File: src/sleg_map.svh
`ifndef SLEG_MAP_SVH
`define SLEG_MAP_SVH

// ==========================================================================
// Stack and addressing constants
// ==========================================================================
// Lowest legal stack address; below it lies the special function space.
`define SLEG_SP_FLOOR   16'h0800
// Stack pointer value after reset.
`define SLEG_SP_RESET   16'h0800
// One stack word in bytes.
`define SLEG_WORD_STEP  16'h0002
// Register index of the stack pointer and of the default working register.
`define SLEG_SP_IDX     4'hf
`define SLEG_DREG_IDX   4'h0
// Prefetch pointer range for MAC-class reads.
`define SLEG_MAC_LO     4'h8
`define SLEG_MAC_HI     4'hb
// MAC pointers that may use the register-indexed mode.
`define SLEG_MAC_IDX_X  4'h9
`define SLEG_MAC_IDX_Y  4'hb
// Width of the near direct address field.
`define SLEG_NEAR_W     13

`endif

File: src/sleg_pkg.sv
package sleg_pkg;

    // ======================================================================
    // Request and result types
    // ======================================================================
    // Address-generation modes.
    typedef enum logic [2:0] {
        M_FILE, M_DIRECT, M_IND, M_POST, M_PRE, M_INDEX, M_LITOFF, M_LIT
    } sleg_mode_t;

    // Instruction classes.
    typedef enum logic [1:0] {
        C_FILE, C_MCU, C_MOVE, C_MAC
    } sleg_class_t;

    // Stack-related operations.
    typedef enum logic [2:0] {
        OP_ACCESS, OP_PUSH, OP_POP, OP_CALL, OP_EXC, OP_SP_WRITE
    } sleg_op_t;

    // One request from the instruction decoder.
    typedef struct packed {
        logic               valid;
        sleg_op_t           op;
        sleg_class_t        cls;
        sleg_mode_t         mode;
        logic [3:0]         ptr_idx;
        logic [3:0]         base_idx;
        logic signed [15:0] offset;
        logic [15:0]        literal;
        logic [12:0]        faddr;
        logic               dest_default_working_register;
        logic               is_mul;
        logic [15:0]        sp_data;
    } sleg_req_t;

    // One registered answer to the data memory side.
    typedef struct packed {
        logic        valid;
        logic [15:0] ea;
        logic        wb;
        logic [15:0] wb_val;
        logic        y_space;
        logic [3:0]  dest_idx;
        logic        illegal;
        logic        denied;
    } sleg_res_t;

    // One protected RAM segment.
    typedef struct packed {
        logic        en;
        logic [15:0] lo;
        logic [15:0] hi;
    } sleg_seg_t;

endpackage

File: src/sleg_core.sv
`timescale 1ns/100ps
`default_nettype none
`include "sleg_map.svh"

module sleg_core
    import sleg_pkg::*;
#(
    parameter logic [15:0] SP_RESET = `SLEG_SP_RESET,
    parameter logic [15:0] SP_FLOOR = `SLEG_SP_FLOOR
)
(
    // Clock and reset
    input  wire logic        SYS_CLK,
    input  wire logic        RST_N,
    // Decoder request and register file operands
    input  wire sleg_req_t   REQ,
    input  wire logic [15:0] PTR_VAL,
    input  wire logic [15:0] BASE_VAL,
    output logic             REQ_READY,
    // Stack limit write port
    input  wire logic        LIMIT_WE,
    input  wire logic [15:0] LIMIT_WDATA,
    // Counter and status for pushes
    input  wire logic [22:0] PC,
    input  wire logic [7:0]  STATUS_LOW_BYTE,
    // Execution origin and protected segments
    input  wire logic        EXEC_BOOT,
    input  wire logic        EXEC_SECURE,
    input  wire sleg_seg_t   BOOT_SEG,
    input  wire sleg_seg_t   SECURE_SEG,
    // Answer to data memory
    output sleg_res_t        RES,
    output logic             PUSH_STROBE,
    output logic [15:0]      PUSH_DATA,
    // Stack state and trap
    output logic [15:0]      STACK_PTR,
    output logic [15:0]      STACK_LIMIT,
    output logic             STACK_TRAP
);

    // ======================================================================
    // Parameter checks
    // ======================================================================
    if (SP_RESET[0] != 1'b0) begin : g_bad_reset
        $error("Stack pointer reset value must be word aligned.");
    end
    if (SP_FLOOR[0] != 1'b0) begin : g_bad_floor
        $error("Stack floor must be word aligned.");
    end

    // ======================================================================
    // Sequencer for two-word pushes
    // ======================================================================
    typedef enum logic {S_IDLE, S_HIGH} sleg_state_t;

    sleg_state_t state;
    logic [15:0] high_word;
    logic        take;
    logic        hi_push;

    // A request is taken only while the sequencer is idle.
    assign take    = REQ.valid && (state == S_IDLE);
    assign hi_push = (state == S_HIGH);

    // Calls and exceptions push the low word now and the high word next.
    always_ff @(posedge SYS_CLK) begin
        if (!RST_N) begin
            state <= S_IDLE;
        end else begin
            case (state)
                S_IDLE: begin
                    if (take && ((REQ.op == OP_CALL) || (REQ.op == OP_EXC))) begin
                        state <= S_HIGH;
                    end
                end
                S_HIGH: state <= S_IDLE;
                default: state <= S_IDLE;
            endcase
        end
    end

    // High word: cleared top bits for a call, status byte for an exception.
    always_ff @(posedge SYS_CLK) begin
        if (!RST_N) begin
            high_word <= 16'h0000;
        end else if (take && (REQ.op == OP_CALL)) begin
            high_word <= {9'h000, PC[22:16]};
        end else if (take && (REQ.op == OP_EXC)) begin
            high_word <= {STATUS_LOW_BYTE, 1'b0, PC[22:16]};
        end
    end

    // Ready is low during the cycle that pushes the high word.
    always_ff @(posedge SYS_CLK) begin
        if (!RST_N) begin
            REQ_READY <= 1'b1;
        end else begin
            REQ_READY <= !(take && ((REQ.op == OP_CALL) || (REQ.op == OP_EXC)));
        end
    end

    // ======================================================================
    // Address generation
    // ======================================================================
    logic [15:0] sp;
    logic [15:0] stack_limit;
    logic [15:0] ptr_eff;
    logic [15:0] calc_ea;
    logic [15:0] calc_next;
    logic        calc_wb;
    logic        calc_legal;
    logic        guard_denied;
    logic        is_push;
    logic        is_pop;
    logic        uses_sp;
    logic [15:0] used_ea;

    // The stack pointer is kept here, so the pointer operand bypasses it.
    assign ptr_eff = (REQ.ptr_idx == `SLEG_SP_IDX) ? sp : PTR_VAL;

    sleg_ea_calc u_calc (
        .req      (REQ),
        .ptr      (ptr_eff),
        .base     (BASE_VAL),
        .ea       (calc_ea),
        .next_ptr (calc_next),
        .wb       (calc_wb),
        .legal    (calc_legal)
    );

    assign is_push = hi_push || (take && ((REQ.op == OP_PUSH) || (REQ.op == OP_CALL) ||
                                          (REQ.op == OP_EXC)));
    assign is_pop  = take && (REQ.op == OP_POP);

    // Push uses the free word; pop steps back first.
    assign used_ea = is_pop ? (sp - `SLEG_WORD_STEP) : (is_push ? sp : calc_ea);

    // Any address formed through the stack pointer is checked.
    assign uses_sp = is_push || is_pop ||
                     (take && (REQ.op == OP_ACCESS) && (REQ.ptr_idx == `SLEG_SP_IDX) &&
                      (REQ.mode != M_DIRECT) && (REQ.mode != M_LIT) && (REQ.mode != M_FILE));

    sleg_ram_guard u_guard (
        .ea          (used_ea),
        .from_boot   (EXEC_BOOT),
        .from_secure (EXEC_SECURE),
        .boot_seg    (BOOT_SEG),
        .secure_seg  (SECURE_SEG),
        .denied      (guard_denied)
    );

    // ======================================================================
    // Stack pointer and limit
    // ======================================================================
    // Stack pointer always holds the next free word, word aligned.
    always_ff @(posedge SYS_CLK) begin
        if (!RST_N) begin
            sp <= SP_RESET;
        end else if (is_push) begin
            sp <= sp + `SLEG_WORD_STEP;
        end else if (is_pop) begin
            sp <= sp - `SLEG_WORD_STEP;
        end else if (take && (REQ.op == OP_SP_WRITE)) begin
            sp <= {REQ.sp_data[15:1], 1'b0};
        end else if (take && (REQ.op == OP_ACCESS) && calc_wb && calc_legal &&
                     (REQ.ptr_idx == `SLEG_SP_IDX)) begin
            sp <= {calc_next[15:1], 1'b0};
        end
    end

    // The limit has no reset on purpose; it holds garbage until written.
    // A write lands at the edge that ends its cycle, so only a stack read in
    // that same cycle sees the old limit.
    always_ff @(posedge SYS_CLK) begin
        if (LIMIT_WE) begin
            stack_limit <= {LIMIT_WDATA[15:1], 1'b0};
        end
    end

    // ======================================================================
    // Trap and answer registers
    // ======================================================================
    // Overflow above the limit and underflow below the floor share one
    // trap line; equality with the limit is still legal.
    always_ff @(posedge SYS_CLK) begin
        if (!RST_N) begin
            STACK_TRAP <= 1'b0;
        end else begin
            STACK_TRAP <= uses_sp && ((used_ea > stack_limit) || (used_ea < SP_FLOOR));
        end
    end

    // Push data goes out with its strobe.
    always_ff @(posedge SYS_CLK) begin
        if (!RST_N) begin
            PUSH_STROBE <= 1'b0;
            PUSH_DATA   <= 16'h0000;
        end else begin
            PUSH_STROBE <= is_push;
            if (hi_push) begin
                PUSH_DATA <= high_word;
            end else if (take && ((REQ.op == OP_CALL) || (REQ.op == OP_EXC))) begin
                PUSH_DATA <= PC[15:0];
            end else if (take && (REQ.op == OP_PUSH)) begin
                PUSH_DATA <= REQ.literal;
            end
        end
    end

    // The registered answer to data memory.
    always_ff @(posedge SYS_CLK) begin
        if (!RST_N) begin
            RES <= '0;
        end else begin
            RES.valid   <= take || hi_push;
            RES.ea      <= used_ea;
            RES.wb      <= take && (REQ.op == OP_ACCESS) && calc_wb && calc_legal;
            RES.wb_val  <= calc_next;
            // One shared offset field serves both move operands.
            RES.illegal <= take && (REQ.op == OP_ACCESS) && !calc_legal;
            RES.denied  <= (take || hi_push) && guard_denied;
            // The first two MAC pointers read X space, the other two Y.
            RES.y_space <= take && (REQ.cls == C_MAC) && REQ.ptr_idx[1];
            // File results go to the default register when the request asks for it, unless it is a multiply.
            if (take && (REQ.cls == C_FILE) && REQ.dest_default_working_register && !REQ.is_mul) begin
                RES.dest_idx <= `SLEG_DREG_IDX;
            end else begin
                RES.dest_idx <= REQ.base_idx;
            end
        end
    end

    assign STACK_PTR   = sp;
    assign STACK_LIMIT = stack_limit;
endmodule
`default_nettype wire

File: src/sleg_ea_calc.sv
`timescale 1ns/100ps
`default_nettype none
`include "sleg_map.svh"

module sleg_ea_calc
    import sleg_pkg::*;
(
    // Request and operand values
    input  wire sleg_req_t   req,
    input  wire logic [15:0] ptr,
    input  wire logic [15:0] base,
    // Computed address
    output logic [15:0]      ea,
    output logic [15:0]      next_ptr,
    output logic             wb,
    output logic             legal
);

    // ======================================================================
    // Mode checks
    // ======================================================================
    // MAC post-modification steps are 2, 4 or 6 in either direction.
    function automatic logic mac_step_ok(input logic signed [15:0] s);
        mac_step_ok = (s == 16'sh0002) || (s == 16'sh0004) || (s == 16'sh0006) ||
                      (s == -16'sh0002) || (s == -16'sh0004) || (s == -16'sh0006);
    endfunction

    // Effective address per mode; pre and post modify write the pointer back.
    always_comb begin
        ea       = ptr;
        next_ptr = ptr;
        wb       = 1'b0;
        case (req.mode)
            M_FILE: begin
                // Only moves see the whole data space; the rest stay near.
                if (req.cls == C_MOVE) begin
                    ea = req.literal;
                end else begin
                    ea = {3'h0, req.faddr};
                end
            end
            M_POST: begin
                next_ptr = ptr + req.offset;
                wb       = 1'b1;
            end
            M_PRE: begin
                ea       = ptr + req.offset;
                next_ptr = ptr + req.offset;
                wb       = 1'b1;
            end
            M_INDEX: ea = ptr + base;
            M_LITOFF: ea = ptr + req.literal;
            default: ea = ptr;
        endcase
    end

    // Each instruction class only accepts its own subset of modes.
    always_comb begin
        legal = 1'b0;
        case (req.cls)
            C_FILE: legal = (req.mode == M_FILE) || (req.mode == M_DIRECT);
            C_MCU: begin
                // Literals for MCU operations are at most ten bits wide.
                legal = (req.mode == M_DIRECT) || (req.mode == M_IND) ||
                        (req.mode == M_POST) || (req.mode == M_PRE) ||
                        ((req.mode == M_LIT) && (req.literal[15:10] == 6'h00));
            end
            C_MOVE: legal = 1'b1;
            C_MAC: begin
                legal = (req.ptr_idx >= `SLEG_MAC_LO) && (req.ptr_idx <= `SLEG_MAC_HI) &&
                        ((req.mode == M_IND) ||
                         ((req.mode == M_POST) && mac_step_ok(req.offset)) ||
                         ((req.mode == M_INDEX) && ((req.ptr_idx == `SLEG_MAC_IDX_X) ||
                                                    (req.ptr_idx == `SLEG_MAC_IDX_Y))));
            end
            default: legal = 1'b0;
        endcase
    end

endmodule
`default_nettype wire

File: src/sleg_ram_guard.sv
`timescale 1ns/100ps
`default_nettype none

module sleg_ram_guard
    import sleg_pkg::*;
(
    // Address and execution origin
    input  wire logic [15:0] ea,
    input  wire logic        from_boot,
    input  wire logic        from_secure,
    // Protected segments
    input  wire sleg_seg_t   boot_seg,
    input  wire sleg_seg_t   secure_seg,
    // Verdict
    output logic             denied
);

    // ======================================================================
    // Segment check
    // ======================================================================
    function automatic logic hits(input sleg_seg_t s, input logic [15:0] a);
        hits = s.en && (a >= s.lo) && (a <= s.hi);
    endfunction

    // A segment is open only to code running from its own flash segment.
    always_comb begin
        denied = (hits(boot_seg, ea) && !from_boot) ||
                 (hits(secure_seg, ea) && !from_secure);
    end

endmodule
`default_nettype wire
File: config.mk
export PLATFORM = sky130hd
export DESIGN_NAME = sleg_core
export DESIGN_NICKNAME = d
export VERILOG_FILES = /design/src/sleg_pkg.sv /design/src/sleg_core.sv /design/src/sleg_ea_calc.sv /design/src/sleg_ram_guard.sv
export VERILOG_INCLUDE_DIRS = /design/src /design/src/src
export SDC_FILE = /design/constraint.sdc
export NUM_CORES = 1
export LEC_CHECK = 0
export ABC_CLOCK_PERIOD_IN_PS = 14000
export BUFFER_PORTS_ARGS = -buffer_cell sky130_fd_sc_hd__buf_2
export CAP_MARGIN = 20
export CORE_AREA = 8 8 155 157
export CTS_CLUSTER_SIZE = 10
export DETAILED_ROUTE_END_ITERATION = 16
export DIE_AREA = 0 0 163 165
export GPL_TIMING_DRIVEN = 0
export HOLD_SLACK_MARGIN = 0.06
export PLACE_DENSITY = 0.72
export SLEW_MARGIN = 20
export SYNTH_ARGS = -nofsm -noshare
export SYNTH_HDL_FRONTEND = slang
export SYNTH_HIERARCHICAL = 1
export SYNTH_SLANG_ARGS = --single-unit
File: constraint.sdc
create_clock -name SYS_CLK -period 14 [get_ports SYS_CLK]
set_clock_uncertainty 0.2 [all_clocks]
set_input_delay 0.7 -clock SYS_CLK [delete_from_list [all_inputs] [get_ports SYS_CLK]]
set_output_delay 0.7 -clock SYS_CLK [all_outputs]
set_load 0.005 [all_outputs]
## After elaboration in Yosys (flattened, before gate mapping)

Cells that the tools add are included.

| cells by class | value |
|---|---|
| $add $sub $neg | 5 |
| equality and inequality tests | 26 |
| bitwise operators | 2 |
| reduce and logical (&&, ||, !) cells | 73 |
| $lt $le $gt $ge | 8 |
| mux-type cells | 19 |

Operators with widths:

| kind | number |
|---|---|
| $mux 16 | 12 |
| $pmux 16 s4 | 1 |
| $add 16x16->16 | 3 |
| $eq 16x4->1 const B | 3 |
| $logic_and 1x1->1 | 35 |
| $eq 16x3->1 const B | 2 |
| $ge 16x16->1 | 2 |
| $le 16x16->1 | 2 |
| $logic_or 1x1->1 | 22 |
| $eq 3x3->1 const B | 6 |
| $add 16x2->16 const B | 1 |
| $eq 16x2->1 const B | 1 |
| $gt 16x16->1 | 1 |
| $lt 16x12->1 const B | 1 |
| $sub 16x2->16 const B | 1 |
| $mux 7 | 2 |
| $eq 3x2->1 const B | 4 |
| $eq 4x4->1 const B | 3 |
| $eq 3x1->1 const B | 2 |
| $logic_not 3->1 | 2 |
| $logic_not 6->1 | 1 |
| $reduce_bool 3->1 | 2 |
| $reduce_or 2->1 | 3 |
| $logic_not 1->1 | 5 |
| other kinds (13) | 16 |

| word-level totals | value |
|---|---|
| input bits | 230 |
| output and inout port bits | 92 |
| word-level logic and storage cells | 150 |
| flip-flop bits (word level) | 107 |

## Logic depth before layout (Yosys ltp)

| depth | value |
|---|---|
| depth after elaboration | 17 |
| mapped depth | 25 |
| gate-level depth less buffers | 23 |

## By module

The synthesis kept the hierarchy.

Modules (own cells, without submodules):

| module | area an instance (sq um) | instances | sequential area each (sq um) | cells an instance |
|---|---|---|---|---|
| sleg_core | 5580.4 | 1 | 2272.2 | 623 |
| sleg_ea_calc | 2367.3 | 1 | 0.0 | 362 |
| sleg_ram_guard | 1605.3 | 1 | 0.0 | 225 |

## Least setup slack after synthesis

No wires, ideal clock.

| timing | value |
|---|---|
| kind | input to register |
| from | input port REQ[71] in the netlist's numbering |
| to | register RES[0] in the netlist's numbering |
| data arrival time | 5705 ps |
| library setup time | 59 ps |
| buffers on the path | 2 |
| path slack | 8036 ps |
| required time | 13741 ps |
| stages | 25 |
| cells stage by stage | clkbuf_1 -> inv_1 -> nand3_1 -> clkbuf_1 -> mux2_2 -> ha_1 -> fa_1 -> a211oi_1 -> o21bai_1 -> a21oi_1 -> o31ai_1 -> a21o_1 -> a31oi_1 -> xor2_1 -> o21ai_1 -> o21ai_1 -> a21oi_1 -> ha_1 -> a21oi_1 -> nand2_1 -> a221o_1 -> a211oi_1 -> a41oi_1 -> o22ai_1 -> and2_1 |

| on the way | value |
|---|---|
| longest elaborated chain between the ends | 10 |
| elaborated cells on any way between the ends | 19 |
| classes of those cells | order compare (4); eq/ne (3); mux (3); reduce/logical (9) |

RTL lines:

| item | line | RTL |
|---|---|---|
| from (decl) | sleg_core.sv:16 | `input wire sleg_req_t REQ,` |
| $eq 3x3->1 or $logic_not 3->1 (tied branches) | sleg_ea_calc.sv:33 | `case (req.mode)` |
| $pmux 16 s4 (*) | sleg_ea_calc.sv:33 |  |
| via calc_ea[14] | sleg_core.sv:108 | `logic [15:0] calc_ea;` |
| $mux 16 (*) (2 in series) | sleg_core.sv:136 | `` assign used_ea = is_pop ? (sp - `SLEG_WORD_STEP) : (is_push ? sp : calc_ea); `` |
| via used_ea[14] | sleg_core.sv:116 | `logic [15:0] used_ea;` |
| $ge 16x16->1 | sleg_ram_guard.sv:22 | `hits = s.en && (a >= s.lo) && (a <= s.hi);` |
| $logic_and 1x1->1 (2 in series) | sleg_ram_guard.sv:22 |  |
| $logic_and 1x1->1, on equally long branches | sleg_ram_guard.sv:27, sleg_ram_guard.sv:28 |  |
| $logic_or 1x1->1 (*) | sleg_ram_guard.sv:27 | `denied = (hits(boot_seg, ea) && !from_boot) \|\|` |
| via guard_denied | sleg_core.sv:112 | `logic guard_denied;` |
| $logic_and 1x1->1 (*) | sleg_core.sv:221 | `RES.denied <= (take \|\| hi_push) && guard_denied;` |
| to (decl) | sleg_core.sv:32 | `output sleg_res_t RES,` |

The timed path passes the listed nets; every way through them passes the cells marked *.
A chain may end at the register's enable or synchronous reset.

## Worst setup path after layout

Same ends and word-level chain as after synthesis.

==> results.toml <==
[worst_setup_path]
rr_worst_depth = 20
setup.worst_path.start_class = "input port"
end_kind = "flop"
crit_arrival_ns = 7.56
slowest_stage = "a21oi_1"
path_max_fanout = 10
worst_ep_required_time_ns = 14.07
critPathTopFamily = "compound AO/OA/AOI/OAI gates"
reg2reg_to = "RES[0]$_SDFF_PN0_"
rrSetupSlack_ns = 7.46
slowest_delay_ns = 0.70
timing.rr.start = "STACK_PTR[2]$_SDFFE_PN0P_"
path_class = "input port to flop"
worst-path-buf-inv = 4

[logic_synthesis]
synth-seq-cells = 106
async_flop_share_pct = 0
postSynthAreaPerCell_um2 = 7.89
yosys_warnings = 6
synth_cell_type_count = 82
syn-cell-area_mm2 = 0.00955
ys_seq_area_share_pct = 23.8
syn_inst = 1210
synth_flop_cell = "dfxtp_1"
synth_edf_count = 15

[pwr]
p_sw_mw = 0.447
internal_power_mw = 0.665
finalPower_mw = 1.11
power_density_mw_per_mm2 = 93.8
ir_worst_vdd_uv = 68.3
comb_power_share_pct = 44.3
power_frac_seq_pct = 31.0
leakage_nw = 5.78
p_sw_share_pct = 40.2
clockPowerShare_pct = 24.8

[global_routing]
grt_pass1_wl_um = 59700
grt_pass1_vias = 10467
antenna_found_initial = 4
grt_max_degree = 22
grt_usage_pct = 28.8
overflow = 0

[clocking]
cts_resized = 0
cts_hold_buf = 0
cts_tree = "yes"
cts_sinks = 106
h-tree-depth = 3
cts_buffer_depth = 2
cts_root_buffer = "clkbuf_16"
post-cts-setup-buffer-count = 0
worst_skew_pair.late_latency_ns = 0.37
clk_pin_slew_ns = 0.09
cts_buffers = 9

[finish]
area.sequential_mm2 = 0.00227
nNetsFinal = 1883
fillers = 2119
multi_input_area_mm2 = 0.00666
utilization_pct = 55.2
drive_above_1_share_pct = 26.3
syn2layout_area_growth_pct = 24.1

[worst_hold_path]
holdPathEnd = "PUSH_DATA[6]$_SDFFE_PN0P_"
hold_start = "PUSH_DATA[6]$_SDFFE_PN0P_"
whs_path_depth = 2
hp-class = "flop to flop"

[outcome]
status = "finished clean"

[route]
routedWlPerCell_um = 21.9
ant_nets = 0
avgViaCountPerCell = 5.86
drt_iter0_markers = 1057
finalWirelength_um = 40000
num_vias = 10721
drc = 0
first_pass_iters = 6

[floorplanning]
core_mm2 = 0.0215
dieArea_mm2 = 0.0269
rows = 54
start_util_pct = 44.5
dieHeight_um = 165
die_x_um = 163
num_io_pins = 322

[sta]
min_period_ns = 7.48
fin_setup_tns_ns = 0
max_slew.worst_pin.slew_ns = 1.07
relSlewSlack_pct = 29.0
post-route-period-util_pct = 53.5
hold_viol_final = 0
setup-violations-final = 0
clock.fmax_mhz = 134
rsz0062_at_grt = "false"
slew_viol_final = 0

[job]
drv_cap = 0

[place]
gp_congestion = 0.987
numPortBuffers = 316
place_hpwl_um = 33000
==> cells in the final DEF, fill, tap and decap left out, types with 5 or more instances in the layout <==
cell       count
o22ai_1       18
a21oi_1       85
or3_1          5
a222oi_1      16
a22oi_1        5
o21ai_0       60
o31ai_1        5
a31oi_1       15
inv_1         99
edfxtp_1      15
nand2b_1       7
nor2b_1        8
nor3_1        30
nand3_1       28
o21a_1         6
ha_1         112
nor4_1        11
clkbuf_1      44
mux2i_1       32
a211oi_1      17
a221oi_1       7
clkbuf_16     10
nand4_1       19
nor2_1       100
and3_1         6
buf_2        327
mux2_1        12
o21ai_1       10
nand2_1      122
and2_1        38
o211ai_1      10
xnor2_1       18
mux2_2        32
a21o_1        14
dfxtp_1       91
xor2_1        20
==> through the flow <==
| step | setup slack, ns | std cells | instance area (um2) | hold WS (ns) |
|---|---|---|---|---|
| after floorplan | 8.04 | 1211 | 9560 | 0.259 |
| after global routing | 6.09 | 1828 | 11900 | 0.303 |
| after CTS | 6.75 | 1823 | 11800 | 0.302 |
| after detailed placement | 6.39 | 1807 | 11500 | 0.284 |
| after global placement | 6.46 | 1807 | 11500 | 0.277 |
| final | 6.52 | 1828 | 11900 | 0.304 |
==> worst register-to-register path, cell delays in order (launching register included) <==
cell	delay, ns
dfxtp_1	0.49
inv_1	0.15
o21ai_0	0.68
ha_1	0.43
a211oi_2	0.24
nor2_1	0.11
o41a_1	0.38
o41a_1	0.38
a221o_1	0.32
xor2_1	0.28
a222oi_1	0.14
o21ai_1	0.21
o21ai_1	0.12
a21oi_1	0.70
ha_1	0.31
nand4_1	0.16
nor4_1	0.50
a211oi_1	0.16
a41oi_1	0.25
o22ai_1	0.10
and2_1	0.14
==> worst max path at each step <==
stage,depth (start not counted),endpoint,start,slack (ns)
6_report,25,RES[0]$_SDFF_PN0_,REQ[71],6.52
5_1_grt,25,RES[0]$_SDFF_PN0_,REQ[71],6.09
4_1_cts,25,RES[0]$_SDFF_PN0_,REQ[71],6.75
3_5_place_dp,25,RES[0]$_SDFF_PN0_,REQ[71],6.39
3_3_place_gp,25,RES[0]$_SDFF_PN0_,REQ[71],6.46
2_1_floorplan,25,RES[0]$_SDFF_PN0_,REQ[71],8.04
==> registers in the layout, indices dropped and copies added, names as in the netlist <==
| register | flops |
|---|---|
| PUSH_STROBE | 1 |
| REQ_READY | 1 |
| high_word | 15 |
| STACK_PTR | 15 |
| PUSH_DATA | 16 |
| STACK_TRAP | 1 |
| hi_push | 1 |
| RES | 41 |
| STACK_LIMIT | 15 |
==> cell families (layout without fill, tap and decap cells) <==
group,after synthesis,count (layout),synth area share [%]
mux,76,76,8.54
simple gates,400,400,20.5
flops,106,106,23.8
other cells,1,6,0.0393
buf+inv,162,495,6.75
fa+ha+maj,114,114,15.1
xor+xnor,38,38,3.48
compound gates,313,313,21.8
==> synth_stat cells (all sizes together) (8+ instances only) <==
| cell | n | area share [%] |
|---|---|---|
| dfxtp | 91 | 19 |
| nand2 | 122 | 4.8 |
| nor4 | 13 | 0.98 |
| nor2 | 100 | 3.9 |
| a31oi | 15 | 0.98 |
| edfxtp | 15 | 4.7 |
| o22ai | 19 | 1.3 |
| inv | 99 | 3.9 |
| xnor2 | 18 | 1.7 |
| mux2i | 32 | 3.4 |
| a21o | 16 | 1.3 |
| a222oi | 16 | 1.7 |
| clkbuf | 44 | 1.7 |
| nor3 | 32 | 1.8 |
| nand3 | 28 | 1.5 |
| nor2b | 8 | 0.52 |
| mux2 | 44 | 5.2 |
| o211ai | 10 | 0.79 |
| xor2 | 20 | 1.8 |
| a211oi | 19 | 1.5 |
| nand2b | 8 | 0.60 |
| and2 | 38 | 2.5 |
| buf | 19 | 1.1 |
| a21oi | 86 | 4.5 |
| o21ai | 70 | 3.7 |
| ha | 112 | 15 |
| nand4 | 19 | 1.2 |
==> power groups by stage <==
stage	clock network, mW	registers [mW]	logic [mW]
floorplan	0	0.352	0.301
global placement	0	0.351	0.471
detailed placement	0	0.351	0.480
CTS	0.279	0.344	0.483
global route	0.289	0.347	0.540
finish	0.276	0.345	0.492
==> cell type report <==
| class | count | area share [%] |
|---|---|---|
| multi-input cells | 943 | 56.2 |
| flip-flops and latches | 106 | 19.2 |
| repair buffers | 317 | 13.4 |
| inverters | 99 | 3.13 |
| well taps | 280 | 2.95 |
| plain buffers | 63 | 2.30 |
| clock buffers | 10 | 2.11 |
| clock inverters | 6 | 0.696 |
| diodes | 4 | 0.0844 |
==> routing by layer <==
| metal | GRT usage, % | up-vias | share of wire, % |
|---|---|---|---|
| met1 | 36.6 | 5003 | 41 |
| met4 | 12.8 | 0 | 3.7 |
| met5 | 0 | - | 0 |
| li1 | - | 5039 | - |
| met2 | 46.4 | 589 | 46 |
| met3 | 6.21 | 90 | 9.3 |
No activity file was read; power rests on OpenSTA's default activity.
